==> config.mk <==
export PLATFORM = sky130hd
export DESIGN_NAME = rdc_distance_regs
export DESIGN_NICKNAME = d
export VERILOG_FILES = /design/src/hdl/rdc_distance_regs.v /design/src/hdl/rdc_power_decode.v
export VERILOG_INCLUDE_DIRS = /design/src /design/src/shared
export SDC_FILE = /design/constraint.sdc
export NUM_CORES = 1
export LEC_CHECK = 0
export BUFFER_PORTS_ARGS = -buffer_cell sky130_fd_sc_hd__buf_2
export CAP_MARGIN = 20
export CORE_MARGIN = 10
export CORE_UTILIZATION = 45
export CTS_BUF_LIST = sky130_fd_sc_hd__clkbuf_8
export DETAILED_ROUTE_END_ITERATION = 16
export GPL_TIMING_DRIVEN = 0
export HOLD_SLACK_MARGIN = 0.05
export PLACE_DENSITY = 0.79
export SLEW_MARGIN = 10
export SYNTH_ARGS = -nofsm -noshare
export SYNTH_HDL_FRONTEND = slang
export SYNTH_HIERARCHICAL = 1
export SYNTH_SLANG_ARGS = --single-unit
==> constraint.sdc <==
create_clock -name sys_clk -period 2.8 [get_ports sys_clk]
set_clock_uncertainty 0.2 [all_clocks]
set_input_delay 0.14 -clock sys_clk [delete_from_list [all_inputs] [get_ports sys_clk]]
set_output_delay 0.14 -clock sys_clk [all_outputs]
set_load 0.1 [all_outputs]
==> src/shared/rdc_consts.vh <==
// Register offsets, field codes and reset values of the distance configuration bank
`ifndef RDC_CONSTS_VH
`define RDC_CONSTS_VH

// Register indices (byte-free word addresses on the register port)
`define RDC_ADDR_MEASURE_BEGIN_MM      8'h20
`define RDC_ADDR_MEASURE_SPAN_MM       8'h21
`define RDC_ADDR_RECEIVER_GAIN         8'h24
`define RDC_ADDR_RADAR_POWER_STATE     8'h25
`define RDC_ADDR_PATH_PROFILE_CHOICE   8'h28
`define RDC_ADDR_HW_SAMPLE_AVERAGING   8'h30
`define RDC_ADDR_ASYNC_MEASURE_ENABLE  8'h33
`define RDC_ADDR_UNAMBIGUOUS_RANGE_SEL 8'h34
`define RDC_ADDR_SWEEP_AVERAGING_COUNT 8'h40
`define RDC_ADDR_PEAK_THRESHOLD_TYPE   8'h41
`define RDC_ADDR_CFG_STATUS            8'h3f

// Receiver gain limits
`define RDC_GAIN_MIN                   32'h00000000
`define RDC_GAIN_MAX                   32'h000003e8

// Power state codes
`define RDC_PWR_OFF                    32'h00000000
`define RDC_PWR_SLEEP                  32'h00000001
`define RDC_PWR_READY                  32'h00000002
`define RDC_PWR_ACTIVE                 32'h00000003
`define RDC_PWR_HIBERNATE              32'h00000004

// Profile codes
`define RDC_PROFILE_MIN                32'h00000001
`define RDC_PROFILE_MAX                32'h00000005

// Unambiguous range codes
`define RDC_MUR_11P5                   32'h00000006
`define RDC_MUR_17P3                   32'h00000009

// Threshold types
`define RDC_THR_FIXED                  32'h00000000
`define RDC_THR_CFAR                   32'h00000002

// Sweep averaging value meaning no averaging
`define RDC_SWEEP_AVERAGING_COUNT_OFF              32'h00000001

// Reset values
`define RDC_RST_MEASURE_BEGIN_MM       32'h00000000
`define RDC_RST_MEASURE_SPAN_MM        32'h00000000
`define RDC_RST_RECEIVER_GAIN          32'h00000000
`define RDC_RST_RADAR_POWER_STATE      32'h00000000
`define RDC_RST_PATH_PROFILE_CHOICE    32'h00000001
`define RDC_RST_HW_SAMPLE_AVERAGING    32'h00000001
`define RDC_RST_ASYNC_MEASURE_ENABLE   32'h00000000
`define RDC_RST_UNAMBIGUOUS_RANGE_SEL  32'h00000006
`define RDC_RST_SWEEP_AVERAGING_COUNT  32'h00000001
`define RDC_RST_PEAK_THRESHOLD_TYPE    32'h00000000

// Status register bit positions
`define RDC_ST_GAIN_OK                 0
`define RDC_ST_PWR_OK                  1
`define RDC_ST_PROFILE_OK              2
`define RDC_ST_MUR_OK                  3
`define RDC_ST_THR_OK                  4
`define RDC_ST_SWEEP_AVERAGING_COUNT_ON            5
`define RDC_ST_SHUTDOWN_BETWEEN        6
`define RDC_ST_FULL_ACTIVE             7

`endif

==> src/hdl/rdc_distance_regs.v <==
// Configuration register bank for the radar distance detection function
// Function
// - Writable start and length of the measured interval, both in millimetres.
// - Receiver gain 0 to 1000; zero least, 1000 most amplification.
// - Power code 0x00 shuts the sensor down fully between sweeps.
// - Power codes 0x01 sleep, 0x02 ready, 0x03 fully active.
// - Code 0x04 hibernates; the controller toggles a GPIO to enter or leave.
// - Hibernation is sparse-only; the distance function does not use code 0x04.
// - Profile codes 0x01 to 0x05 trade depth resolution against loop gain.
// - Holds count of hardware averaged samples per output data point.
// - Writable flag turns asynchronous measurement on or off.
// - Range code 0x06 gives 11.5 m/7.0 m; 0x09 gives 17.3 m/12.7 m.
// - Sweep averaging count of consecutive sweeps; value 1 disables averaging.
// - Threshold type 0x00 fixed, 0x02 adaptive CFAR.
// - Writable registers configure; read-only ones carry device-refreshed metadata.
`default_nettype none

module rdc_distance_regs #(
    parameter ADDR_W = 8
) (
    input  wire              sys_clk,
    input  wire              rst_n,
    input  wire              reg_wr_en,
    input  wire              reg_rd_en,
    input  wire [ADDR_W-1:0] reg_addr,
    input  wire [31:0]       reg_wdata,
    output reg  [31:0]       reg_rdata_q,
    output reg               reg_rvalid_q,
    output reg               reg_err_q,
    output reg  [31:0]       measure_begin_mm_q,
    output reg  [31:0]       measure_span_mm_q,
    output reg  [31:0]       receiver_gain_q,
    output reg  [31:0]       radar_power_state_q,
    output reg  [31:0]       path_profile_choice_q,
    output reg  [31:0]       hw_sample_averaging_q,
    output reg               async_measure_enable_q,
    output reg  [31:0]       unambiguous_range_sel_q,
    output reg  [31:0]       sweep_averaging_count_q,
    output reg  [31:0]       peak_threshold_type_q,
    output reg               sweep_averaging_count_active_q,
    output reg               cfar_select_q,
    output reg               config_valid_q,
    output wire              pwr_off_q,
    output wire              pwr_sleep_q,
    output wire              pwr_ready_q,
    output wire              pwr_active_q
);
`include "rdc_consts.vh"

    wire        pwr_valid_q;
    wire [7:0]  status_w;
    reg  [31:0] rd_mux;
    reg         rd_hit;
    // Whole word kept so the flag register reads back what was written; only bit 0 acts
    reg  [31:0] async_word_q;

    // Decodes a register index into a known-address flag
    function is_mapped;
        input [ADDR_W-1:0] a;
        begin
            case (a)
                `RDC_ADDR_MEASURE_BEGIN_MM,
                `RDC_ADDR_MEASURE_SPAN_MM,
                `RDC_ADDR_RECEIVER_GAIN,
                `RDC_ADDR_RADAR_POWER_STATE,
                `RDC_ADDR_PATH_PROFILE_CHOICE,
                `RDC_ADDR_HW_SAMPLE_AVERAGING,
                `RDC_ADDR_ASYNC_MEASURE_ENABLE,
                `RDC_ADDR_UNAMBIGUOUS_RANGE_SEL,
                `RDC_ADDR_SWEEP_AVERAGING_COUNT,
                `RDC_ADDR_PEAK_THRESHOLD_TYPE,
                `RDC_ADDR_CFG_STATUS: is_mapped = 1'b1;
                default: is_mapped = 1'b0;
            endcase
        end
    endfunction

    wire wr_hit = reg_wr_en && is_mapped(reg_addr) && (reg_addr != `RDC_ADDR_CFG_STATUS);

    // Writes store the value unchanged; range checks only feed status, so software
    // always reads back exactly what it wrote
    always @(posedge sys_clk or negedge rst_n) begin
        if (!rst_n) begin
            measure_begin_mm_q      <= `RDC_RST_MEASURE_BEGIN_MM;
            measure_span_mm_q       <= `RDC_RST_MEASURE_SPAN_MM;
            receiver_gain_q         <= `RDC_RST_RECEIVER_GAIN;
            radar_power_state_q     <= `RDC_RST_RADAR_POWER_STATE;
            path_profile_choice_q   <= `RDC_RST_PATH_PROFILE_CHOICE;
            hw_sample_averaging_q   <= `RDC_RST_HW_SAMPLE_AVERAGING;
            async_measure_enable_q  <= 1'b0;
            async_word_q            <= `RDC_RST_ASYNC_MEASURE_ENABLE;
            unambiguous_range_sel_q <= `RDC_RST_UNAMBIGUOUS_RANGE_SEL;
            sweep_averaging_count_q <= `RDC_RST_SWEEP_AVERAGING_COUNT;
            peak_threshold_type_q   <= `RDC_RST_PEAK_THRESHOLD_TYPE;
        end else if (wr_hit) begin
            case (reg_addr)
                `RDC_ADDR_MEASURE_BEGIN_MM:      measure_begin_mm_q      <= reg_wdata;
                `RDC_ADDR_MEASURE_SPAN_MM:       measure_span_mm_q       <= reg_wdata;
                `RDC_ADDR_RECEIVER_GAIN:         receiver_gain_q         <= reg_wdata;
                `RDC_ADDR_RADAR_POWER_STATE:     radar_power_state_q     <= reg_wdata;
                `RDC_ADDR_PATH_PROFILE_CHOICE:   path_profile_choice_q   <= reg_wdata;
                `RDC_ADDR_HW_SAMPLE_AVERAGING:   hw_sample_averaging_q   <= reg_wdata;
                `RDC_ADDR_ASYNC_MEASURE_ENABLE: begin
                    async_word_q           <= reg_wdata;
                    async_measure_enable_q <= reg_wdata[0];
                end
                `RDC_ADDR_UNAMBIGUOUS_RANGE_SEL: unambiguous_range_sel_q <= reg_wdata;
                `RDC_ADDR_SWEEP_AVERAGING_COUNT: sweep_averaging_count_q <= reg_wdata;
                `RDC_ADDR_PEAK_THRESHOLD_TYPE:   peak_threshold_type_q   <= reg_wdata;
                default: ;
            endcase
        end
    end

    rdc_power_decode u_pwr (
        .sys_clk      (sys_clk),
        .rst_n        (rst_n),
        .power_code   (radar_power_state_q),
        .pwr_off_q    (pwr_off_q),
        .pwr_sleep_q  (pwr_sleep_q),
        .pwr_ready_q  (pwr_ready_q),
        .pwr_active_q (pwr_active_q),
        .pwr_valid_q  (pwr_valid_q)
    );

    // Derived controls, one cycle behind the stored values; config_valid_q is two behind the power code
    always @(posedge sys_clk or negedge rst_n) begin
        if (!rst_n) begin
            sweep_averaging_count_active_q <= 1'b0;
            cfar_select_q      <= 1'b0;
            config_valid_q     <= 1'b0;
        end else begin
            // Zero is treated like one: no averaging
            sweep_averaging_count_active_q <= (sweep_averaging_count_q > `RDC_SWEEP_AVERAGING_COUNT_OFF);
            cfar_select_q      <= (peak_threshold_type_q == `RDC_THR_CFAR);
            config_valid_q     <= &status_w[`RDC_ST_THR_OK:`RDC_ST_GAIN_OK];
        end
    end

    // Read-only metadata: refreshed by the device, never by a write
    assign status_w[`RDC_ST_GAIN_OK]    = (receiver_gain_q <= `RDC_GAIN_MAX);
    assign status_w[`RDC_ST_PWR_OK]     = pwr_valid_q;
    assign status_w[`RDC_ST_PROFILE_OK] = (path_profile_choice_q >= `RDC_PROFILE_MIN) &&
                                          (path_profile_choice_q <= `RDC_PROFILE_MAX);
    assign status_w[`RDC_ST_MUR_OK]     = (unambiguous_range_sel_q == `RDC_MUR_11P5) ||
                                          (unambiguous_range_sel_q == `RDC_MUR_17P3);
    assign status_w[`RDC_ST_THR_OK]     = (peak_threshold_type_q == `RDC_THR_FIXED) ||
                                          (peak_threshold_type_q == `RDC_THR_CFAR);
    assign status_w[`RDC_ST_SWEEP_AVERAGING_COUNT_ON]     = sweep_averaging_count_active_q;
    assign status_w[`RDC_ST_SHUTDOWN_BETWEEN] = pwr_off_q;
    assign status_w[`RDC_ST_FULL_ACTIVE]      = pwr_active_q;

    always @* begin
        rd_hit = is_mapped(reg_addr);
        case (reg_addr)
            `RDC_ADDR_MEASURE_BEGIN_MM:      rd_mux = measure_begin_mm_q;
            `RDC_ADDR_MEASURE_SPAN_MM:       rd_mux = measure_span_mm_q;
            `RDC_ADDR_RECEIVER_GAIN:         rd_mux = receiver_gain_q;
            `RDC_ADDR_RADAR_POWER_STATE:     rd_mux = radar_power_state_q;
            `RDC_ADDR_PATH_PROFILE_CHOICE:   rd_mux = path_profile_choice_q;
            `RDC_ADDR_HW_SAMPLE_AVERAGING:   rd_mux = hw_sample_averaging_q;
            `RDC_ADDR_ASYNC_MEASURE_ENABLE:  rd_mux = async_word_q;
            `RDC_ADDR_UNAMBIGUOUS_RANGE_SEL: rd_mux = unambiguous_range_sel_q;
            `RDC_ADDR_SWEEP_AVERAGING_COUNT: rd_mux = sweep_averaging_count_q;
            `RDC_ADDR_PEAK_THRESHOLD_TYPE:   rd_mux = peak_threshold_type_q;
            `RDC_ADDR_CFG_STATUS:            rd_mux = {24'h000000, status_w};
            default:                         rd_mux = 32'h00000000;
        endcase
    end

    // Reads return last written value one cycle later; unmapped accesses flag an error
    always @(posedge sys_clk or negedge rst_n) begin
        if (!rst_n) begin
            reg_rdata_q  <= 32'h00000000;
            reg_rvalid_q <= 1'b0;
            reg_err_q    <= 1'b0;
        end else begin
            reg_rvalid_q <= reg_rd_en;
            reg_rdata_q  <= reg_rd_en ? rd_mux : 32'h00000000;
            reg_err_q    <= (reg_rd_en && !rd_hit) ||
                            (reg_wr_en && !wr_hit);
        end
    end

endmodule
`default_nettype wire

==> src/hdl/rdc_power_decode.v <==
// Power state decoder for the distance function
`default_nettype none

module rdc_power_decode (
    input  wire        sys_clk,
    input  wire        rst_n,
    input  wire [31:0] power_code,
    output reg         pwr_off_q,
    output reg         pwr_sleep_q,
    output reg         pwr_ready_q,
    output reg         pwr_active_q,
    output reg         pwr_valid_q
);
`include "rdc_consts.vh"

    always @(posedge sys_clk or negedge rst_n) begin
        if (!rst_n) begin
            pwr_off_q    <= 1'b1;
            pwr_sleep_q  <= 1'b0;
            pwr_ready_q  <= 1'b0;
            pwr_active_q <= 1'b0;
            pwr_valid_q  <= 1'b1;
        end else begin
            pwr_off_q    <= (power_code == `RDC_PWR_OFF);
            pwr_sleep_q  <= (power_code == `RDC_PWR_SLEEP);
            pwr_ready_q  <= (power_code == `RDC_PWR_READY);
            pwr_active_q <= (power_code == `RDC_PWR_ACTIVE);
            // Hibernation is a sparse-only mode, so it is not valid here
            pwr_valid_q  <= (power_code <= `RDC_PWR_ACTIVE);
        end
    end

endmodule
`default_nettype wire

* After elaboration in Yosys (flattened, before gate mapping)
Cells that the tools add are included.
Word-level totals: register bits 363, bits of input ports 44, output and inout bits 330, word-level logic and storage cells 72
Operators by class: order comparisons 5, equal/unequal tests 18, muxes and demuxes 3, reduce and logical (&&, ||, !) cells 24
Operators by type and width (number):
- $pmux 32 s11 | 1
- $eq 32x2->1 const B | 3
- $eq 8x6->1 const B | 9
- $logic_not 32->1 | 2
- $eq 32x1->1 const B | 1
- $eq 32x3->1 const B | 1
- $eq 32x4->1 const B | 1
- $ge 32x1->1 const B | 1
- $gt 32x1->1 const B | 1
- $le 32x10->1 const B | 1
- $le 32x2->1 const B | 1
- $le 32x3->1 const B | 1
- $mux 32 | 1
- $reduce_and 2->1 | 10
- $eq 8x7->1 const B | 2
- $reduce_or 11->1 | 1
- $ne 8x6->1 const B | 1
- $logic_and 1x1->1 | 5
- $reduce_and 5->1 | 1
- $logic_or 1x1->1 | 3
- $logic_not 1->1 | 2
- $mux 1 | 1

* Depth between registers and ports, before layout
depth after elaboration 8, gate-level depth with buffers 9, mapped depth without buffers 5

* Cells and area by module
Netlist, hierarchy kept.
By module, submodules not included:
- rdc_distance_regs | times used 1, cells each 1207, area an instance 15937.8 µm²
- rdc_power_decode | times used 1, cells each 25, area an instance 257.7 µm²

* Worst setup path after synthesis
No wires, ideal clock.
path kind register to register, start point register receiver_gain_q[24], end point register config_valid_q, setup time 0.067 ns, arrival time 2.390 ns, data required time 2.533 ns, setup slack 0.143 ns, stages on the path, launching flop included 5, path buffers 0, cell sequence dfrtp_1 -> or4_1 -> or4b_2 -> nor4b_1 -> and3_1
Between the ends: word-level cells in the longest chain between the ends 2
Ends and longest elaborated chain:
- from (decl) | line rdc_distance_regs.v:32 | output reg [31:0] receiver_gain_q,
- from (signal assigned) | line rdc_distance_regs.v:86 | receiver_gain_q <= `RDC_RST_RECEIVER_GAIN;
- from (signal assigned) | line rdc_distance_regs.v:99 | `RDC_ADDR_RECEIVER_GAIN: receiver_gain_q <= reg_wdata;
- $le 32x10->1 (no source line)
- $reduce_and 5->1 | line rdc_distance_regs.v:136 | config_valid_q <= &status_w[`RDC_ST_THR_OK:`RDC_ST_GAIN_OK];
- to (signal assigned) | line rdc_distance_regs.v:136
- to (decl) | line rdc_distance_regs.v:42 | output reg config_valid_q,
Every way passes these cells. A chain may end at the register's enable or synchronous reset.

* Final worst setup path
start point input reg_addr[2], end point register reg_rdata_q[25]
Between the ends: word-level cells in the longest chain between the ends 3, elaborated cells between the ends (all ways) 13, those cells by class eq/ne: 11; mux: 2
Ends and longest elaborated chain:
- from (decl) | line rdc_distance_regs.v:25 | input wire [ADDR_W-1:0] reg_addr,
- $eq 8x6->1 / $eq 8x7->1 (equally long branches) | line rdc_distance_regs.v:155 | case (reg_addr)
- $pmux 32 s11 (*) | line rdc_distance_regs.v:155
- $mux 32 (*) | line rdc_distance_regs.v:179 | reg_rdata_q <= reg_rd_en ? rd_mux : 32'h00000000;
- to (signal assigned) | line rdc_distance_regs.v:179
- to (decl) | line rdc_distance_regs.v:27 | output reg [31:0] reg_rdata_q,
Every way passes the cells marked *; elsewhere a longest branch is shown, timed or not.

==> Flow_metrics.wiki <==
{| class="wikitable"
! Metric !! Value
|-
| Initial Utilization || 0.4553
|-
| Post-synth EDFFs || 0
|-
| Placed wire-length estimate || 52,260 um
|-
| Adder-Cell Fraction of Synth Area || 0
|-
| Iter 0 DRT Violations || between 1,500 and 2,000
|-
| Fraction of registers with async set or reset after synthesis || 1.000
|-
| Count of filler cells inserted in the layout || roughly 3,000
|-
| Clock tree root driver cell || clkbuf_8
|-
| Multiplexer area fraction after synthesis || 0.2359
|-
| Summed instance area of the synthesized netlist || 16,200 sq um
|-
| Longest individual stage delay on the worst path || 930 ps
|-
| Clock tree buffer depth || 3
|-
| DRC violations left || 0
|-
| Compound-cell area share of the yosys netlist || 0.09549
|-
| Number of iterations in the first detailed-routing pass || 8
|-
| Die boundary width || roughly 210 um
|-
| Global placer's final weighted congestion || 1.014
|-
| Met1 wire length || 26,010 um
|-
| Final hold violation count || 0
|-
| Remaining antenna violation count || 0
|-
| Leading register cell type out of synthesis || dfrtp_1
|-
| Number of register bits inferred by synthesis || 362
|-
| Delay-heaviest family, CP || buffers and inverters
|-
| Cell type of the slowest stage on the worst timing path || nor4_4
|-
| Met3 WL || 10,160 um
|-
| Routed length on met2 || roughly 31,000 um
|-
| Insertion delay to the later sink of the worst-skew pair || around 630 ps
|-
| Critical Path Start Type || input pin
|-
| Highest attainable clock frequency || 0.3634 GHz
|-
| Start-to-end type of the worst setup path || input pin to flop
|-
| Power density cells || 662.6 nW/um^2
|-
| Dominant cell type by area after synthesis || dfrtp_1
|-
| Sequential cell area in the final layout || 9067 sq um
|-
| Sequential fraction of the synthesis area || 0.5599
|-
| Minimum clock period || between 2000 and 3000 ps
|-
| Total of endpoints with negative setup slack in the final report || 0
|-
| Endpoint type of the worst setup path || flop
|-
| Synthesized instance count || 1,232
|-
| Average wire per standard cell || 33.23 um
|-
| First-pass GRT wire length || 102,900 um
|-
| Commonest non-fill, non-tap cell in the layout || buf_2
|-
| Pin count of the biggest net entering global routing || 98
|-
| Number of nets in the layout || 1,724
|-
| Via count of the first global-routing pass || between 10,000 and 15,000
|-
| Worst-Margin Slew || 1280 ps
|-
| # Max-Cap Violations || 0
|-
| Critical R2R Launch || receiver_gain_q[24]
|-
| Chip height || 209.7 um
|-
| Total chip power || 13.44 mW
|-
| Multi-input combinational cell area || 6650 sq um
|-
| RSZ-0062 raised after global routing || no
|-
| Total via count after detailed routing || 14,280
|-
| Area share of the leading cell type in the synthesized netlist || 0.5485
|-
| Biggest fanout along the worst timing path || 10
|-
| Clock sinks || 362
|-
| CP Data Required Time || between 3000 and 4000 ps
|-
| CTS tree || yes
|-
| Cells traversed along the worst timing path || buf_2 -> buf_2 -> nor4_4 -> clkbuf_1 -> a22oi_1 -> nand2_1 -> nand2_1 -> a31oi_1
|-
| Dominant combinational cell family by area after synthesis || multiplexers
|-
| Number of placement rows || between 60 and 70
|-
| Number of input and output port buffers inserted || 340
|-
| Number of instances resized during post-cts repair || 0
|-
| Number of warnings issued by yosys || 6
|-
| Class of the most critical hold timing path || input pin to flop
|-
| Critical Path Start || reg_addr[2]
|-
| Full die area || 43,980 sq um
|-
| CTS Buf Count || 56
|-
| Crit path buffers/inverters || 3
|-
| Run status || finished clean
|-
| Post-CTS Hold Fix Bufs || 43
|-
| Peak supply drop || 0.3645 mV
|-
| Xor and xnor fraction of the mapped netlist area || 0
|-
| Tot GR Track Use || 0.3158
|-
| Per-instance average area after synthesis || about 13 sq um
|-
| Share of synthesized cell area in and, or, nand and nor gates || 0.07818
|-
| Average via count per standard cell || about 6.5
|-
| H-Tree Depth || 2
|-
| Core area || 35,570 sq um
|-
| Critical Path AT || 3090 ps
|-
| Max layer used || met5
|-
| Post-CTS setup buffer count || 0
|-
| Number of nets produced by synthesis || ~1,300
|-
| Antenna violations before repair || 4
|-
| Syn-to-layout area delta || 25.24%
|-
| Number of distinct library cells after synthesis || 67
|-
| Clock transition time at the flip-flop clock pins of the worst setup and hold paths || 70 ps
|-
| Commonest cells after routing, fill and taps aside || buf_2, dfrtp_1, mux2_2, clkbuf_8, nand2_1
|-
| Final period util || 0.9828
|-
| Total Wirelength || between 70,000 and 80,000 um
|-
| Boundary Pins || 374
|-
| Accumulated negative setup slack || 0 ps
|-
| Fin. max-slew vios || 0
|-
| Leakage Power || 10.55 nW
|-
| GRT Residual Overflow || 0
|-
| Share of final-layout standard cells stronger than drive strength 1 || 0.4826
|-
| Hold Crit Start || reg_addr[7]
|-
| Largest cells by area after synthesis || dfrtp_1, mux2_2, a22oi_1, a222oi_1, nor4_1
|-
| Max transition margin || 0.1468
|}
-- worst paths after layout --
kind | to | slack [ps] | cells after the start
setup / recovery | reg_rdata_q[25] | 50 | 8
min in group asynchronous | reg_rdata_q[25] | 440 | 3
hold / removal | reg_rdata_q[19] | 100 | 4
setup reg to reg | config_valid_q | 240 | 4
hold reg to reg | async_word_q[20] | 310 | 1
max in group asynchronous | unambiguous_range_sel_q[1] | 580 | 5
-- per-layer routing --
layer  track usage  up-vias
met4        0.1957        4
li1              -     5592
met3        0.1366      343
met2        0.4621     1231
met5             0        -
met1        0.3764     7111
-- power by group --
group          internal, mW  leakage, nW  switching (mW)
combinational         0.505         4.89            2.36
sequential             5.48         4.97           0.281
clock                  2.67        0.691            2.15
-- layout make-up --
| class | count | share of cell area |
|---|---|---|
| repair buffers | 390 | 0.1114 |
| clock inverters | 21 | 0.006971 |
| multi-input cells | 759 | 0.3279 |
| inverters | 2 | 0.0003701 |
| flip-flops and latches | 362 | 0.4470 |
| plain buffers | 109 | 0.02406 |
| well taps | 461 | 0.02844 |
| diodes | 2 | 0.0002467 |
| clock buffers | 79 | 0.05361 |
-- kinds of logic (layout without fill, tap and decap cells) --
logic type             count (synthesis)  count (layout)
AO/OA/AOI/OAI                        208             208
buffers and inverters                111             601
other                                  0               2
AND/OR/NAND/NOR                      211             211
flip-flops                           362             362
multiplexers                         340             340
-- worst min-delay path: stages --
cell and delay (ps):
buf_2 180, nor3b_2 160, a222oi_1 260, a31oi_1 120
-- synthesized netlist by cell type (7+ instances only) --
library cell  count
dfrtp_1         355
mux2_2          322
nand2_1          59
a22oi_1          46
buf_2            42
nor4_1           42
buf_1            37
a21oi_1          31
nor2_1           28
a222oi_1         27
a31oi_1          26
clkbuf_1         23
a22o_1           18
a221oi_1         14
o21ai_0          13
nand3_1          12
mux2_1           11
nor3_1           11
a32oi_1           7
buf_4             7
dfstp_2           7
mux2i_1           7
nand4_1           7
-- stage by stage --
| step | std cells | utilization | hold WS (ps) | instance area [sq um] | setup WS (ps) |
|---|---|---|---|---|---|
| floorplan | 1232 | - | -355.6 | 16200 | 142.9 |
| global placement | 2033 | 0.5194 | 122.2 | 18470 | -5392 |
| detailed placement | 2038 | 0.5230 | 4.011 | 18600 | -474.9 |
| CTS | 2181 | 0.5697 | 50.18 | 20260 | 168.8 |
| global route | 2183 | 0.5701 | 113.4 | 20280 | 121.8 |
| finish | 2185 | 0.5702 | 100.2 | 20280 | 48.22 |
-- state kept, by name, summed over array words and instances (netlist names), 32 cells and up --
signal                   count
async_word_q                32
radar_power_state_q         32
peak_threshold_type_q       32
measure_span_mm_q           32
receiver_gain_q             32
unambiguous_range_sel_q     32
measure_begin_mm_q          32
hw_sample_averaging_q       32
path_profile_choice_q       32
sweep_averaging_count_q     32
reg_rdata_q                 32
Note: power is estimated with default switching activity, not from simulation.
